**src/logic/abd_consts.svh**
```systemverilog
`ifndef ABD_CONSTS_SVH
`define ABD_CONSTS_SVH

// ----------------------------------------------------------------------------
// Register map and reset values
// ----------------------------------------------------------------------------
`define ABD_CTRL_OFS 8'h00
`define ABD_BITRATE_OFS 8'h04
`define ABD_STAT_OFS 8'h08
`define ABD_CNT_OFS 8'h0c
`define ABD_LTM0_OFS 8'h10
`define ABD_LTM1_OFS 8'h14
`define ABD_CTRL_RST 4'hd
`define ABD_BITRATE_RST 11'h084
`define ABD_EN_BIT 0
`define ABD_LEGACY_BIT 1
`define ABD_RATE_LSB 2

// ----------------------------------------------------------------------------
// Band layout: first bin of bands 8 down to 0, each band spans four bins
// ----------------------------------------------------------------------------
`define ABD_BAND_STARTS {6'h2e, 6'h2a, 6'h23, 6'h1f, 6'h1b, 6'h17, 6'h0e, 6'h0b, 6'h03}
`define ABD_BAND_SPAN 6'h03
`define ABD_NBANDS_8K 4'h1
`define ABD_NBANDS_16K 4'h3
`define ABD_NBANDS_32K 4'h7
`define ABD_NBANDS_48K 4'h9

// ----------------------------------------------------------------------------
// Log-domain constants, signed Q8 (value times 256)
// ----------------------------------------------------------------------------
// Offset log10(8 * f * f) for f = 88.283854, 88.300926, 88.304118, 88.028412.
`define ABD_SCL_8K 16'h04cb
`define ABD_SCL_16K 16'h04cc
`define ABD_SCL_32K 16'h04cc
`define ABD_SCL_48K 16'h04cb
`define ABD_OFS_1P6 16'h019a
`define ABD_NOISE_MIN 16'h1e00
`define ABD_LOG_FLOOR 16'he000
`define ABD_LOG10_2_Q8 8'h4d

// ----------------------------------------------------------------------------
// Counter thresholds, filterbank path then transform path
// ----------------------------------------------------------------------------
`define ABD_FB_THR_WB_MAX 16'h0100
`define ABD_FB_THR_WB_LT 16'h00c0
`define ABD_FB_THR_SWB_MAX 16'h00e0
`define ABD_FB_THR_SWB_LT 16'h00a0
`define ABD_FB_THR_FB_MAX 16'h00c0
`define ABD_FB_THR_FB_MEAN 16'h0080
`define ABD_TD_THR_WB_MAX 16'h0600
`define ABD_TD_THR_WB_LT 16'h0500
`define ABD_TD_THR_SWB_MAX 16'h0580
`define ABD_TD_THR_SWB_LT 16'h0480
`define ABD_TD_THR_FB_MAX 16'h0500
`define ABD_TD_THR_FB_MEAN 16'h0400
`define ABD_CNT_MAX 7'h64
`define ABD_CNT_HI 7'h5a

// ----------------------------------------------------------------------------
// Bitrate limits in units of 0.1 kbps
// ----------------------------------------------------------------------------
`define ABD_BR_NB_MAX 11'h0f4
`define ABD_BR_SWB_MIN 11'h060
`define ABD_BR_FB_MIN 11'h0a4
`define ABD_BR_9K6 11'h060

`endif

```
**src/logic/abd_pkg.sv**
```systemverilog
package abd_pkg;

   // -------------------------------------------------------------------------
   // Types
   // -------------------------------------------------------------------------
   typedef enum logic [3:0] {
      ST_IDLE = 4'b0000,
      ST_LOG = 4'b0001,
      ST_CLASS = 4'b0010,
      ST_LTM = 4'b0011,
      ST_CNT = 4'b0100,
      ST_SEL = 4'b0101,
      ST_LIMIT = 4'b0110
   } abd_state_t;

   typedef enum logic [1:0] {
      NARROW_CLASS = 2'b00,
      WIDE_CLASS = 2'b01,
      SUPER_WIDE_CLASS = 2'b10,
      FULL_CLASS = 2'b11
   } abd_bw_t;

   typedef struct packed {
      abd_state_t st;
      logic [3:0] idx;
      logic [8:0][31:0] acc;
      logic [8:0][15:0] lg;
      logic [15:0] m_nb;
      logic [15:0] m_wb;
      logic [15:0] m_swb;
      logic [15:0] m_fb;
      logic [15:0] x_wb;
      logic [15:0] x_swb;
      logic [15:0] x_fb;
      logic [15:0] lt_nb;
      logic [15:0] lt_wb;
      logic [15:0] lt_swb;
      logic [6:0] c_wb;
      logic [6:0] c_swb;
      logic [6:0] c_fb;
      abd_bw_t sel;
      logic activity_decision;
      logic noise_ok;
      logic [3:0] ctrl;
      logic [10:0] bitrate;
      logic [31:0] prdata;
      logic pready;
      logic pslverr;
      logic [1:0] bw;
      logic bw_vld;
      logic bin_rdy;
      logic [7:0] frames;
   } abd_regs_t;

endpackage

```
**src/logic/abd_log10.sv**
```systemverilog
`timescale 1ns/10ps
`include "abd_consts.svh"

// Base-10 logarithm of an unsigned energy, signed Q8 result.
module abd_log10 #(
   parameter int IW = 32,
   parameter int FW = 8
) (
   input wire logic [IW-1:0] energy_i,
   output logic [15:0] log_o,
   output logic zero_o
);

   // ------------------------------------------------------------------------
   // Leading one gives the integer part, the bits below it a linear fraction.
   // ------------------------------------------------------------------------
   always_comb begin
      logic [4:0] msb;
      logic [IW-1:0] norm;
      logic [12:0] log2q;
      logic [20:0] prod;
      msb = 5'h00;
      norm = '0;
      log2q = 13'h0000;
      prod = 21'h000000;
      for (int i = 0; i < IW; i++) begin
         if (energy_i[i]) begin
            msb = 5'(i);
         end
      end
      norm = energy_i << (5'(IW - 1) - msb);
      log2q = {msb, norm[IW-2 -: FW]};
      prod = 21'(log2q) * 21'(`ABD_LOG10_2_Q8);
      log_o = 16'(prod >> 8);
      zero_o = (energy_i == '0);
   end

endmodule

```
**src/logic/abd_top.sv**
```systemverilog
// Implementation choices: register access over APB and the register addresses.
`timescale 1ns/10ps
`include "abd_consts.svh"

module abd_top #(
   parameter int EW = 24
) (
   input wire logic CLK_I,
   input wire logic SYS_RST_I,
   input wire logic PSEL_I,
   input wire logic PENABLE_I,
   input wire logic PWRITE_I,
   input wire logic [7:0] PADDR_I,
   input wire logic [31:0] PWDATA_I,
   output logic [31:0] PRDATA_O,
   output logic PREADY_O,
   output logic PSLVERR_O,
   input wire logic BIN_VALID_I,
   input wire logic [5:0] BIN_IDX_I,
   input wire logic [EW-1:0] BIN_ENERGY_I,
   output logic BIN_READY_O,
   input wire logic FRAME_DONE_I,
   input wire logic ACTIVITY_DECISION_I,
   input wire logic [15:0] NOISE_LVL_I,
   output logic [1:0] SELECTED_BANDWIDTH_O,
   output logic BW_VALID_O
);

   localparam logic [53:0] BAND_STARTS = `ABD_BAND_STARTS;

   abd_pkg::abd_regs_t r;
   abd_pkg::abd_regs_t n;
   logic [15:0] log_val;
   logic log_zero;
   logic legacy;
   logic [1:0] rate;

   // ------------------------------------------------------------------------
   // Helpers
   // ------------------------------------------------------------------------

   // Signed maximum of two Q8 values.
   function automatic logic [15:0] smax(input logic [15:0] a, input logic [15:0] b);
      smax = ($signed(a) > $signed(b)) ? a : b;
   endfunction

   // Counter step that stays inside 0 to 100.
   function automatic logic [6:0] step(input logic [6:0] c, input logic up);
      if (up) begin
         step = (c >= `ABD_CNT_MAX) ? `ABD_CNT_MAX : c + 7'h01;
      end else begin
         step = (c == 7'h00) ? 7'h00 : c - 7'h01;
      end
   endfunction

   // Threshold table for each path.
   function automatic logic [15:0] thr(input logic td, input logic [2:0] k);
      case (k)
         3'h0: thr = td ? `ABD_TD_THR_WB_MAX : `ABD_FB_THR_WB_MAX;
         3'h1: thr = td ? `ABD_TD_THR_WB_LT : `ABD_FB_THR_WB_LT;
         3'h2: thr = td ? `ABD_TD_THR_SWB_MAX : `ABD_FB_THR_SWB_MAX;
         3'h3: thr = td ? `ABD_TD_THR_SWB_LT : `ABD_FB_THR_SWB_LT;
         3'h4: thr = td ? `ABD_TD_THR_FB_MAX : `ABD_FB_THR_FB_MAX;
         default: thr = td ? `ABD_TD_THR_FB_MEAN : `ABD_FB_THR_FB_MEAN;
      endcase
   endfunction

   assign legacy = r.ctrl[`ABD_LEGACY_BIT];
   assign rate = r.ctrl[`ABD_RATE_LSB +: 2];

   // ------------------------------------------------------------------------
   // Log converter, one band per cycle
   // ------------------------------------------------------------------------
   abd_log10 #(
      .IW(32),
      .FW(8)
   ) u_log (
      .energy_i(r.acc[r.idx]),
      .log_o(log_val),
      .zero_o(log_zero)
   );

   // ------------------------------------------------------------------------
   // Next-state logic
   // ------------------------------------------------------------------------
   always_comb begin
      logic [3:0] nbands;
      logic [15:0] scl;
      logic [15:0] ofs;
      logic [17:0] s;
      logic hit;
      logic [5:0] bs;
      abd_pkg::abd_bw_t b;
      nbands = 4'h0;
      scl = 16'h0000;
      ofs = 16'h0000;
      s = 18'h00000;
      hit = 1'b0;
      bs = 6'h00;
      b = abd_pkg::NARROW_CLASS;
      n = r;
      n.pready = 1'b0;
      n.pslverr = 1'b0;
      n.bw_vld = 1'b0;

      // Rate-dependent band count and log offset.
      case (rate)
         2'b00: begin
            nbands = `ABD_NBANDS_8K;
            scl = `ABD_SCL_8K;
         end
         2'b01: begin
            nbands = `ABD_NBANDS_16K;
            scl = `ABD_SCL_16K;
         end
         2'b10: begin
            nbands = `ABD_NBANDS_32K;
            scl = `ABD_SCL_32K;
         end
         default: begin
            nbands = `ABD_NBANDS_48K;
            scl = `ABD_SCL_48K;
         end
      endcase
      ofs = legacy ? 16'h0000 : `ABD_OFS_1P6;

      // APB: answer in the first access cycle, writes land at that edge.
      if (PSEL_I && !PENABLE_I) begin
         n.pready = 1'b1;
         n.prdata = 32'h0000_0000;
         case (PADDR_I)
            `ABD_CTRL_OFS: n.prdata = {28'h0000000, r.ctrl};
            `ABD_BITRATE_OFS: n.prdata = {21'h000000, r.bitrate};
            `ABD_STAT_OFS: n.prdata = {16'h0000, r.frames, 5'h00, (r.st != abd_pkg::ST_IDLE), r.bw};
            `ABD_CNT_OFS: n.prdata = {9'h000, r.c_fb, 1'b0, r.c_swb, 1'b0, r.c_wb};
            `ABD_LTM0_OFS: n.prdata = {r.lt_wb, r.lt_nb};
            `ABD_LTM1_OFS: n.prdata = {16'h0000, r.lt_swb};
            default: n.pslverr = 1'b1;
         endcase
      end
      if (PSEL_I && PENABLE_I && r.pready && PWRITE_I) begin
         case (PADDR_I)
            `ABD_CTRL_OFS: n.ctrl = PWDATA_I[3:0];
            `ABD_BITRATE_OFS: n.bitrate = PWDATA_I[10:0];
            default: ;
         endcase
      end

      case (r.st)
         abd_pkg::ST_IDLE: begin
            // Gather bins into bands; transform path delivers one value per band.
            if (BIN_VALID_I) begin
               for (int i = 0; i < 9; i++) begin
                  bs = BAND_STARTS[i*6 +: 6];
                  if (legacy) begin
                     hit = (BIN_IDX_I == 6'(i));
                  end else begin
                     hit = (BIN_IDX_I >= bs) && (BIN_IDX_I <= bs + `ABD_BAND_SPAN);
                  end
                  if (hit) begin
                     n.acc[i] = r.acc[i] + 32'(BIN_ENERGY_I);
                  end
               end
            end
            if (FRAME_DONE_I && r.ctrl[`ABD_EN_BIT]) begin
               n.activity_decision = ACTIVITY_DECISION_I;
               n.noise_ok = $signed(NOISE_LVL_I) > $signed(`ABD_NOISE_MIN);
               n.idx = 4'h0;
               n.st = (rate == 2'b00) ? abd_pkg::ST_LIMIT : abd_pkg::ST_LOG;
            end
         end
         abd_pkg::ST_LOG: begin
            // Bands beyond the rate's reach are floored.
            if (r.idx >= nbands || log_zero) begin
               n.lg[r.idx] = `ABD_LOG_FLOOR;
            end else if (legacy) begin
               n.lg[r.idx] = log_val;
            end else begin
               n.lg[r.idx] = log_val - scl;
            end
            n.acc[r.idx] = 32'h0000_0000;
            n.idx = r.idx + 4'h1;
            if (r.idx == 4'h8) begin
               n.st = abd_pkg::ST_CLASS;
            end
         end
         abd_pkg::ST_CLASS: begin
            // Class means and maxima; offset is zero on the transform path.
            n.m_nb = r.lg[0] + ofs;
            s = 18'($signed(r.lg[1])) + 18'($signed(r.lg[2]));
            n.m_wb = 16'(s >> 1) + ofs;
            s = 18'($signed(r.lg[3])) + 18'($signed(r.lg[4])) + 18'($signed(r.lg[5])) + 18'($signed(r.lg[6]));
            n.m_swb = 16'($signed(s) >>> 2) + ofs;
            s = 18'($signed(r.lg[7])) + 18'($signed(r.lg[8]));
            n.m_fb = 16'($signed(s) >>> 1) + ofs;
            n.x_wb = smax(r.lg[1], r.lg[2]) + ofs;
            n.x_swb = smax(smax(r.lg[3], r.lg[4]), smax(r.lg[5], r.lg[6])) + ofs;
            n.x_fb = smax(r.lg[7], r.lg[8]) + ofs;
            n.st = abd_pkg::ST_LTM;
         end
         abd_pkg::ST_LTM: begin
            // Long-term means follow only active frames over the noise floor.
            if (r.activity_decision && r.noise_ok) begin
               n.lt_nb = r.lt_nb - 16'($signed(r.lt_nb) >>> 2) + 16'($signed(r.m_nb) >>> 2);
               n.lt_wb = r.lt_wb - 16'($signed(r.lt_wb) >>> 2) + 16'($signed(r.m_wb) >>> 2);
               n.lt_swb = r.lt_swb - 16'($signed(r.lt_swb) >>> 2) + 16'($signed(r.m_swb) >>> 2);
            end
            n.st = abd_pkg::ST_CNT;
         end
         abd_pkg::ST_CNT: begin
            // Wide first, then super-wide, then full; each sees the one before.
            n.c_wb = step(r.c_wb, ($signed(r.x_wb) > $signed(thr(legacy, 3'h0))) &&
                                  ($signed(r.lt_wb) > $signed(thr(legacy, 3'h1))));
            n.c_swb = step(r.c_swb, (n.c_wb != 7'h00) &&
                                    ($signed(r.x_swb) > $signed(thr(legacy, 3'h2))) &&
                                    ($signed(r.lt_swb) > $signed(thr(legacy, 3'h3))));
            n.c_fb = step(r.c_fb, (n.c_swb != 7'h00) &&
                                  ($signed(r.x_fb) > $signed(thr(legacy, 3'h4))) &&
                                  ($signed(r.m_fb) > $signed(thr(legacy, 3'h5))));
            n.st = abd_pkg::ST_SEL;
         end
         abd_pkg::ST_SEL: begin
            // Later tests may overwrite earlier choices.
            if (r.c_wb == 7'h00) begin
               n.sel = abd_pkg::NARROW_CLASS;
               n.c_swb = 7'h00;
               n.c_fb = 7'h00;
            end
            if (r.c_wb >= `ABD_CNT_HI && n.sel == abd_pkg::NARROW_CLASS) begin
               n.sel = abd_pkg::WIDE_CLASS;
            end
            if (r.c_swb >= `ABD_CNT_HI && n.sel != abd_pkg::FULL_CLASS) begin
               n.sel = abd_pkg::SUPER_WIDE_CLASS;
               n.c_wb = `ABD_CNT_MAX;
            end
            if (r.c_fb >= `ABD_CNT_HI) begin
               n.sel = abd_pkg::FULL_CLASS;
               n.c_wb = `ABD_CNT_MAX;
               n.c_swb = `ABD_CNT_MAX;
            end
            if (n.sel == abd_pkg::FULL_CLASS && n.c_fb == 7'h00) begin
               n.sel = abd_pkg::SUPER_WIDE_CLASS;
            end
            if (n.sel == abd_pkg::SUPER_WIDE_CLASS && n.c_swb == 7'h00) begin
               n.sel = abd_pkg::WIDE_CLASS;
               n.c_fb = 7'h00;
            end
            n.st = abd_pkg::ST_LIMIT;
         end
         abd_pkg::ST_LIMIT: begin
            // Clamp to what the bitrate supports and strobe the result.
            b = (rate == 2'b00) ? abd_pkg::NARROW_CLASS : r.sel;
            if (b == abd_pkg::FULL_CLASS && (r.bitrate == `ABD_BR_9K6 || r.bitrate < `ABD_BR_FB_MIN)) begin
               b = abd_pkg::SUPER_WIDE_CLASS;
            end
            if (b == abd_pkg::SUPER_WIDE_CLASS && r.bitrate < `ABD_BR_SWB_MIN) begin
               b = abd_pkg::WIDE_CLASS;
            end
            if (b == abd_pkg::NARROW_CLASS && r.bitrate > `ABD_BR_NB_MAX) begin
               b = abd_pkg::WIDE_CLASS;
            end
            n.bw = b;
            n.bw_vld = 1'b1;
            n.frames = r.frames + 8'h01;
            n.st = abd_pkg::ST_IDLE;
         end
         default: n.st = abd_pkg::ST_IDLE;
      endcase
      n.bin_rdy = (n.st == abd_pkg::ST_IDLE);
   end

   // ------------------------------------------------------------------------
   // State register
   // ------------------------------------------------------------------------
   always_ff @(posedge CLK_I) begin
      if (SYS_RST_I) begin
         r <= '0;
         r.ctrl <= `ABD_CTRL_RST;
         r.bitrate <= `ABD_BITRATE_RST;
         r.bin_rdy <= 1'b1;
      end else begin
         r <= n;
      end
   end

   assign PRDATA_O = r.prdata;
   assign PREADY_O = r.pready;
   assign PSLVERR_O = r.pslverr;
   assign BIN_READY_O = r.bin_rdy;
   assign SELECTED_BANDWIDTH_O = r.bw;
   assign BW_VALID_O = r.bw_vld;
endmodule
```
**config.mk**
```make
export PLATFORM = sky130hd
export DESIGN_NAME = abd_top
export DESIGN_NICKNAME = d
export VERILOG_FILES = /design/src/logic/abd_pkg.sv /design/src/logic/abd_log10.sv /design/src/logic/abd_top.sv
export VERILOG_INCLUDE_DIRS = /design/src /design/src/logic
export SDC_FILE = /design/constraint.sdc
export NUM_CORES = 2
export LEC_CHECK = 0
export BUFFER_PORTS_ARGS = -buffer_cell sky130_fd_sc_hd__buf_4
export CORE_AREA = 10 10 435 437
export CTS_CLUSTER_SIZE = 12
export DETAILED_ROUTE_END_ITERATION = 16
export DIE_AREA = 0 0 445 447
export PLACE_DENSITY = 0.41
export RECOVER_POWER = 25
export SLEW_MARGIN = 20
export SYNTH_ARGS = -nofsm -noshare
export SYNTH_HDL_FRONTEND = slang
export SYNTH_SLANG_ARGS = --single-unit
export TNS_END_PERCENT = 5
```
**constraint.sdc**
```tcl
create_clock -name CLK_I -period 12.7 [get_ports CLK_I]
set_clock_uncertainty 0.15 [all_clocks]
set_input_delay 1.27 -clock CLK_I [delete_from_list [all_inputs] [get_ports CLK_I]]
set_output_delay 1.27 -clock CLK_I [all_outputs]
set_load 0.05 [all_outputs]
```
; ---- Word-level counts from Yosys, hierarchy flattened
; Cells that the tools add are included.
[totals]
regBits = 686
inputBits = 94
wordCells = 375
[op_classes]
multipliers = 1
shift = 1
n_eq_ne = 40
mux = 136
order_cmp = 42
n_reduce_logical = 67
n_addsub = 37
bitwise_logic = 6
[ops]
columns = op, count
row1 = case mux 292 bit (2 select lines), 1
row2 = two-way mux 32 bit, 11
row3 = adder 32 x 24 -> 32 bit, 9
row4 = AND 288 bit, 1
row5 = bitwise mux 144 bit, 2
row6 = two-way mux 144 bit, 2
row7 = two-way mux 288 bit, 1
row8 = NOT 288 bit, 1
row9 = two-way mux 16 bit, 13
row10 = case mux 32 bit (6 select lines), 1
row11 = > comparator 16 bit, 11
row12 = two-way mux 5 bit, 30
row13 = binary-select mux 32 bit (select 4 bit), 1
row14 = demux 32 bit (select 4 bit), 1
row15 = AND 117 bit, 1
row16 = NOT 117 bit, 1
row17 = adder 16 x 9 -> 16 bit, 7
row18 = two-way mux 7 bit, 12
row19 = demux 16 bit (select 4 bit), 1
row20 = two-way mux 11 bit, 5
row21 = adder 16 x 16 -> 17 bit, 3
row22 = adder 16 bit, 3
row23 = subtractor 16 bit, 3
row24 = ">= comparator 7 bit, second input constant", 6
row25 = other kinds (69), 203

; ---- Longest topological paths before layout
[logic_depth]
word_depth = 40
ltp_mapped = 45
ltp_nobuf = 39

; ---- Hierarchy
; From an unflattened synthesis, not the netlist that was laid out.
[unflattened]
cells_unflattened = 6795
area_unflattened_um2 = 53495.1
[by_module_without_submodules]
columns = mod, instances, cells_per_inst, area_each_um2
row1 = abd_top, 1, 6384, 50313.3
row2 = abd_log10, 1, 411, 3181.8

; ---- Least setup slack after synthesis
; No wires, ideal clock.
[synth_path]
path_type = register to register
startpoint = reg r[678] (netlist name)
endpoint = reg r[255] (netlist name)
setup_time_ps = 138
stages_incl_launch_ff = 42
path_slack_ps = 3783
arrival_ps = 8630
cell_sequence = dfxtp_1 -> buf_6 -> buf_6 -> buf_4 -> mux4_2 -> a22oi_1 -> nand2_1 -> nor2_2 -> o2111ai_1 -> o21a_1 -> buf_6 -> inv_2 -> clkbuf_1 -> clkbuf_1 -> o21ai_0 -> nor2_1 -> nor3_1 -> o311ai_0 -> [... 6 more ...] -> inv_1 -> ha_1 -> inv_1 -> a311oi_2 -> a21o_1 -> a21oi_1 -> o21bai_1 -> xor2_1 -> ha_1 -> a21o_1 -> a21o_1 -> a2111oi_4 -> o21ai_0 -> a221o_1 -> buf_2 -> buf_2 -> nand4_1 -> o221ai_1
[synth_via]
elab_chain_cells = 40
word_cells_on_any_way = 51
cone_classes = 2 x add/sub / 1 x mul / 3 x order compare / 1 x shift / 39 x mux / 2 x bitwise / 3 x reduce/logical
[synth_rtl]
columns = item, line
row1 = "start, declared", abd_top.sv:31  ; abd_pkg::abd_regs_t r;
row2 = "start signal, assigned", abd_top.sv:282  ; r <= n;
row3 = binary-select mux 32 bit (select 4 bit), abd_top.sv:78  ; .energy_i(r.acc[r.idx]),
row4 = two-way mux 32 bit (implied by the code), abd_top.sv:78
row5 = two-way mux 1 bit, abd_log10.sv:27  ; if (energy_i[i]) begin
row6 = two-way mux 5 bit (30 in a row), abd_log10.sv:27
row7 = subtractor 5 bit, abd_log10.sv:31  ; norm = energy_i << (5'(IW - 1) - msb);
row8 = << shifter 32 x 5 -> 31 bit, abd_log10.sv:31
row9 = multiplier 13 x 7 -> 20 bit, abd_log10.sv:33  ; prod = 21'(log2q) * 21'(`ABD_LOG10_2_Q8);
row10 = subtractor 12 x 16 -> 16 bit, abd_top.sv:179  ; n.lg[r.idx] = log_val - scl;
row11 = bitwise mux 144 bit, abd_top.sv:179
row12 = two-way mux 144 bit, abd_top.sv:176  ; end else if (legacy) begin
row13 = two-way mux 144 bit *, abd_top.sv:174  ; if (r.idx >= nbands || log_zero) begin
; Mark *: on every way between the ends. The rest lies on a longest branch, timed or not. The select of a mux whose other input is x is not followed.
; A chain may end at the register's enable or synchronous reset.

; ---- Final worst setup path
[layout_path]
startpoint = reg r[681] (netlist name)
endpoint = reg r[301] (netlist name)
; Same word-level chain as after synthesis.

==> impl.org <==
** Yosys
- After synthesis the netlist holds a flip-flop and latch count of 679.
- Mean Syn Cell Area :: 7.95 um^2
- Area share of the largest cell type after synthesis :: 25.3%
- Counting flops with an async set or reset pin after synthesis yields a share of 0%.
- Number of synthesis warnings :: 0
- Most area-consuming cells after synthesis :: dfxtp_1 (25%), ha_1 (12%), nor2_1 (4.9%)
- Post-synthesis cell type with the largest combined area :: dfxtp_1
- After synthesis the cells add up to between 50000 and 60000 um^2.
- In the synthesized netlist, the number of instances is between 6000 and 7000.
- The synthesized design contains 0 enable-type register cells.
- Synthesis instantiated 109 different standard cells from the library.
- Synthesized Nets :: between 7000 and 8000
- Main synth FF type :: dfxtp_1
- Sequential share of the synthesized area :: 25.3%

** Floorplan
- Count of standard-cell rows :: about 160
- After floorplanning, the core was sized to cover 180000 um^2.
- The initial utilization of the core area, before any placement, comes to 29.8%.
- The die covers 199000 um^2.
- In this run the horizontal extent of the chip is 445 um.
- In this run the count of I/O pins placed on the die edge is 132.
- Measured along the y axis, the die boundary spans 447 um.

** Clock network
- Root buffer cell :: clkbuf_16
- Number of buffers inserted by hold repair at cts :: 0
- Buffers added to address setup during post-CTS repair amount to 0.
- The number of clock buffers added by TritonCTS is 89.
- In this run, post-CTS repair resized a total of 0 instances.
- Worst-path clk slew :: about 60 ps
- H-tree depth :: 3
- No sink is reached through more buffers than the 3 on the longest clock path.
- Sinks on Clock Net :: 679
- The later pin in the worst-skew pair is clocked with a latency of 720 ps.
- Clock tree from TritonCTS :: done

** GRT
- First-pass GRT wire length :: 299 mm
- All-layer global routing usage :: slightly below 20%
- Number of antenna violations at the first check in global routing :: 3
- Number of global-route vias before repair :: 47200
- Overflow left after global routing :: 0
- Entering global routing, the biggest net connects 157 pins.

** STA
- Max-slew headroom at the worst pin :: -421%
- For the final routed database, the setup TNS stands at 0 ps.
- Portion of the clock cycle consumed by the worst path in the final layout :: 89.1%
- The routed design could run at a clock period as short as 11310 ps.
- Highest clock frequency the design can meet :: roughly 88 MHz
- Slew Viols, Final :: 635
- Setup repair after global routing left no endpoint under its margin.
- Setup violators final :: 0
- The final count of hold timing violations is 0.
- Slew of the pin with the lowest slew margin :: slightly below 8000 ps

** Critical path
- At the worst endpoint, the required time is approximately 13000 ps.
- Cell with the most instances on the worst path :: ha_1
- Category of the worst setup path capture point :: register
- R2r startpoint :: r[681]$_SDFFE_PP0P_
- In this run the number of cells on the critical path is 34.
- The slowest stage of the critical path belongs to the cell dfxtp_2.
- Data on the critical path arrives at its endpoint at 11750 ps.
- Total buffers and inverters traversed by the critical path :: 5
- Class of the most critical setup path :: register to register
- For the worst flop-to-flop path, the logic depth is 34.
- R2R Setup Slk :: around 1400 ps
- End point of the critical path :: r[301]$_SDFFE_PP0P_
- Capture point of the worst reg-to-reg path :: r[301]$_SDFFE_PP0P_
- Kind of start point of the critical path :: register
- Peak fanout along the critical path :: 34
- Worst Setup SP :: r[681]$_SDFFE_PP0P_
- Top cell family by delay on the critical path :: compound AO/OA/AOI/OAI gates
- For this run, the slowest stage of the critical path takes between 700 and 800 ps.

** Final layout
- Number of standard cells in the final layout excluding fillers :: 9123
- Fraction of layout cells with a size suffix above 1 :: ~6.6%
- The area growth from synthesis to layout is 10.9%.
- The net count of the finished layout is about 7400.
- Diode insertion count for antenna repair :: 0

** Status
- Failing checks :: capacitance limit, slew limit
- The flow ran to the end, but the final reports show violations.

** Worst hold path
- Worst hold path stage count :: 2
- The path class of the tightest hold or removal check is register to register.
- Worst hold path startpoint :: r[235]$_SDFFE_PP0P_

** Detailed routing
- For this block, the routed nets add up to between 150 and 200 mm of wire.
- Number of nets still failing antenna checks after routing :: 0
- For this run, the detailed router's first-pass iteration total came to 6.
- The routed layout has 48600 vias.
- Dividing the detail-routed via count by the number of cells gives between 5 and 6.
- For this run, design rule violations remaining after detail routing come to 0.
- Wirelength per Cell :: 21.8 um
- The first routing iteration left 3067 violations.

** Place
- Once placement completed, the tool counted placed cells totaling 8964.
- I/O Buffers :: 110
- Detailed placement ended at an HPWL of 150 mm.
- RePlAce Congestion :: 0.889

** Flow run
- Total of max-cap violations :: 7

** Power and ir drop
- Summed over all cells, the static leakage comes to 24.0 nW.
- Overall power of the completed layout :: ~13 mW
- Power density over cell area :: ~220 nW/um^2
- Peak supply drop :: 1.25 mV
==> cells by family (layout without fill, tap and decap cells) <==
kind of cell	Yosys count	after routing	synth area share (%)
buf+inv	874	876	6.67
fa+ha+maj	627	627	16.1
other cells	1	1	0.00698
xor+xnor	332	332	5.43
flops	679	679	25.3
compound gates	1778	1778	22.2
mux	262	262	5.38
simple gates	2198	2198	19.0
==> metrics by stage <==
stage               instance area, um^2  setup WS, ps  util [%]  hold WS (ps)
global route                      59500           550      33.0           321
global placement                  56700          1490      31.5           286
finish                            59500          1390      33.0           299
floorplan                         53700          3780         -           277
CTS                               59700          1460      33.2           301
detailed placement                56700          1510      31.5           292
==> sequential cells by signal, summed over array words and instances (netlist names) <==
signal / cells
PREADY_O: 1
PSLVERR_O: 1
BW_VALID_O: 1
PRDATA_O: 32
BIN_READY_O: 1
r: 640
SELECTED_BANDWIDTH_O: 2
legacy: 1
==> synth_stat cells, types with 166 or more instances <==
| library cell | count |
|---|---|
| xnor2_1 | 223 |
| clkbuf_1 | 249 |
| nand3_1 | 166 |
| ha_1 | 522 |
| inv_1 | 517 |
| mux2i_1 | 211 |
| o21ai_0 | 282 |
| nand2_1 | 649 |
| nor2_1 | 695 |
| dfxtp_1 | 679 |
| a22oi_1 | 206 |
| a21oi_1 | 515 |
==> routing by layer <==
layer  vias to the layer above  global-route usage, %  wire length, um
met4                         2                   6.21             7100
met5                         -                      0               18
met3                       238                   2.05             6470
li1                      23900                      -                -
met1                     23600                   25.0            90300
met2                       884                   33.6            95200
==> cell type report <==
cell class                      instances  area (um^2)
Multi-Input combinational cell       5198        36600
Clock inverter                         31          432
Clock buffer                          128         2610
Fill cell                           19100       121000
Tap cell                             2370         2970
Sequential cell                       679        13600
Timing Repair Buffer                  193         1330
Inverter                              524         1970
==> worst register-to-register path: cells and delay by family (launching register included) <==
family	cells	cell delay, ps
compound gates	16	5120
fa+ha+maj	6	2070
simple gates	5	1540
flops	1	780
buf+inv	5	780
mux	1	450
xor+xnor	1	320
==> how the worst min path moves through the flow <==
stage / endpoint
detailed placement: r[177]$_SDFFE_PP0P_
global route: r[151]$_SDFFE_PP0P_
CTS: r[235]$_SDFFE_PP0P_
finish: r[235]$_SDFFE_PP0P_
floorplan: r[145]$_SDFFE_PP0P_
global placement: r[177]$_SDFFE_PP0P_
==> cell usage in the layout, fill, tap and decap left out, types with 62 or more instances in the layout <==
master       n
mux2i_1    211
a21oi_1    515
buf_4      144
and3_1      69
xor2_1     108
or3_1       85
inv_1      517
nand2_1    647
o21a_1      65
clkbuf_16   91
a211oi_1   107
o21ai_0    281
xnor2_1    223
nand3_1    166
nor3_1     161
a22oi_1    206
nor2_1     686
dfxtp_1    674
clkbuf_1    62
fa_1       105
a21o_1      69
ha_1       522
==> where the power goes <==
| group | leakage, nW | total (mW) | internal, mW | switching [mW] |
|---|---|---|---|---|
| Clock | 1.50 | 2.71 | 1.61 | 1.11 |
| Sequential | 5.49 | 2.22 | 2.18 | 0.0436 |
| Combinational | 17.0 | 8.13 | 2.64 | 5.50 |
| Total | 24.0 | 13.1 | 6.42 | 6.65 |
(Power assumes the default switching activity.)
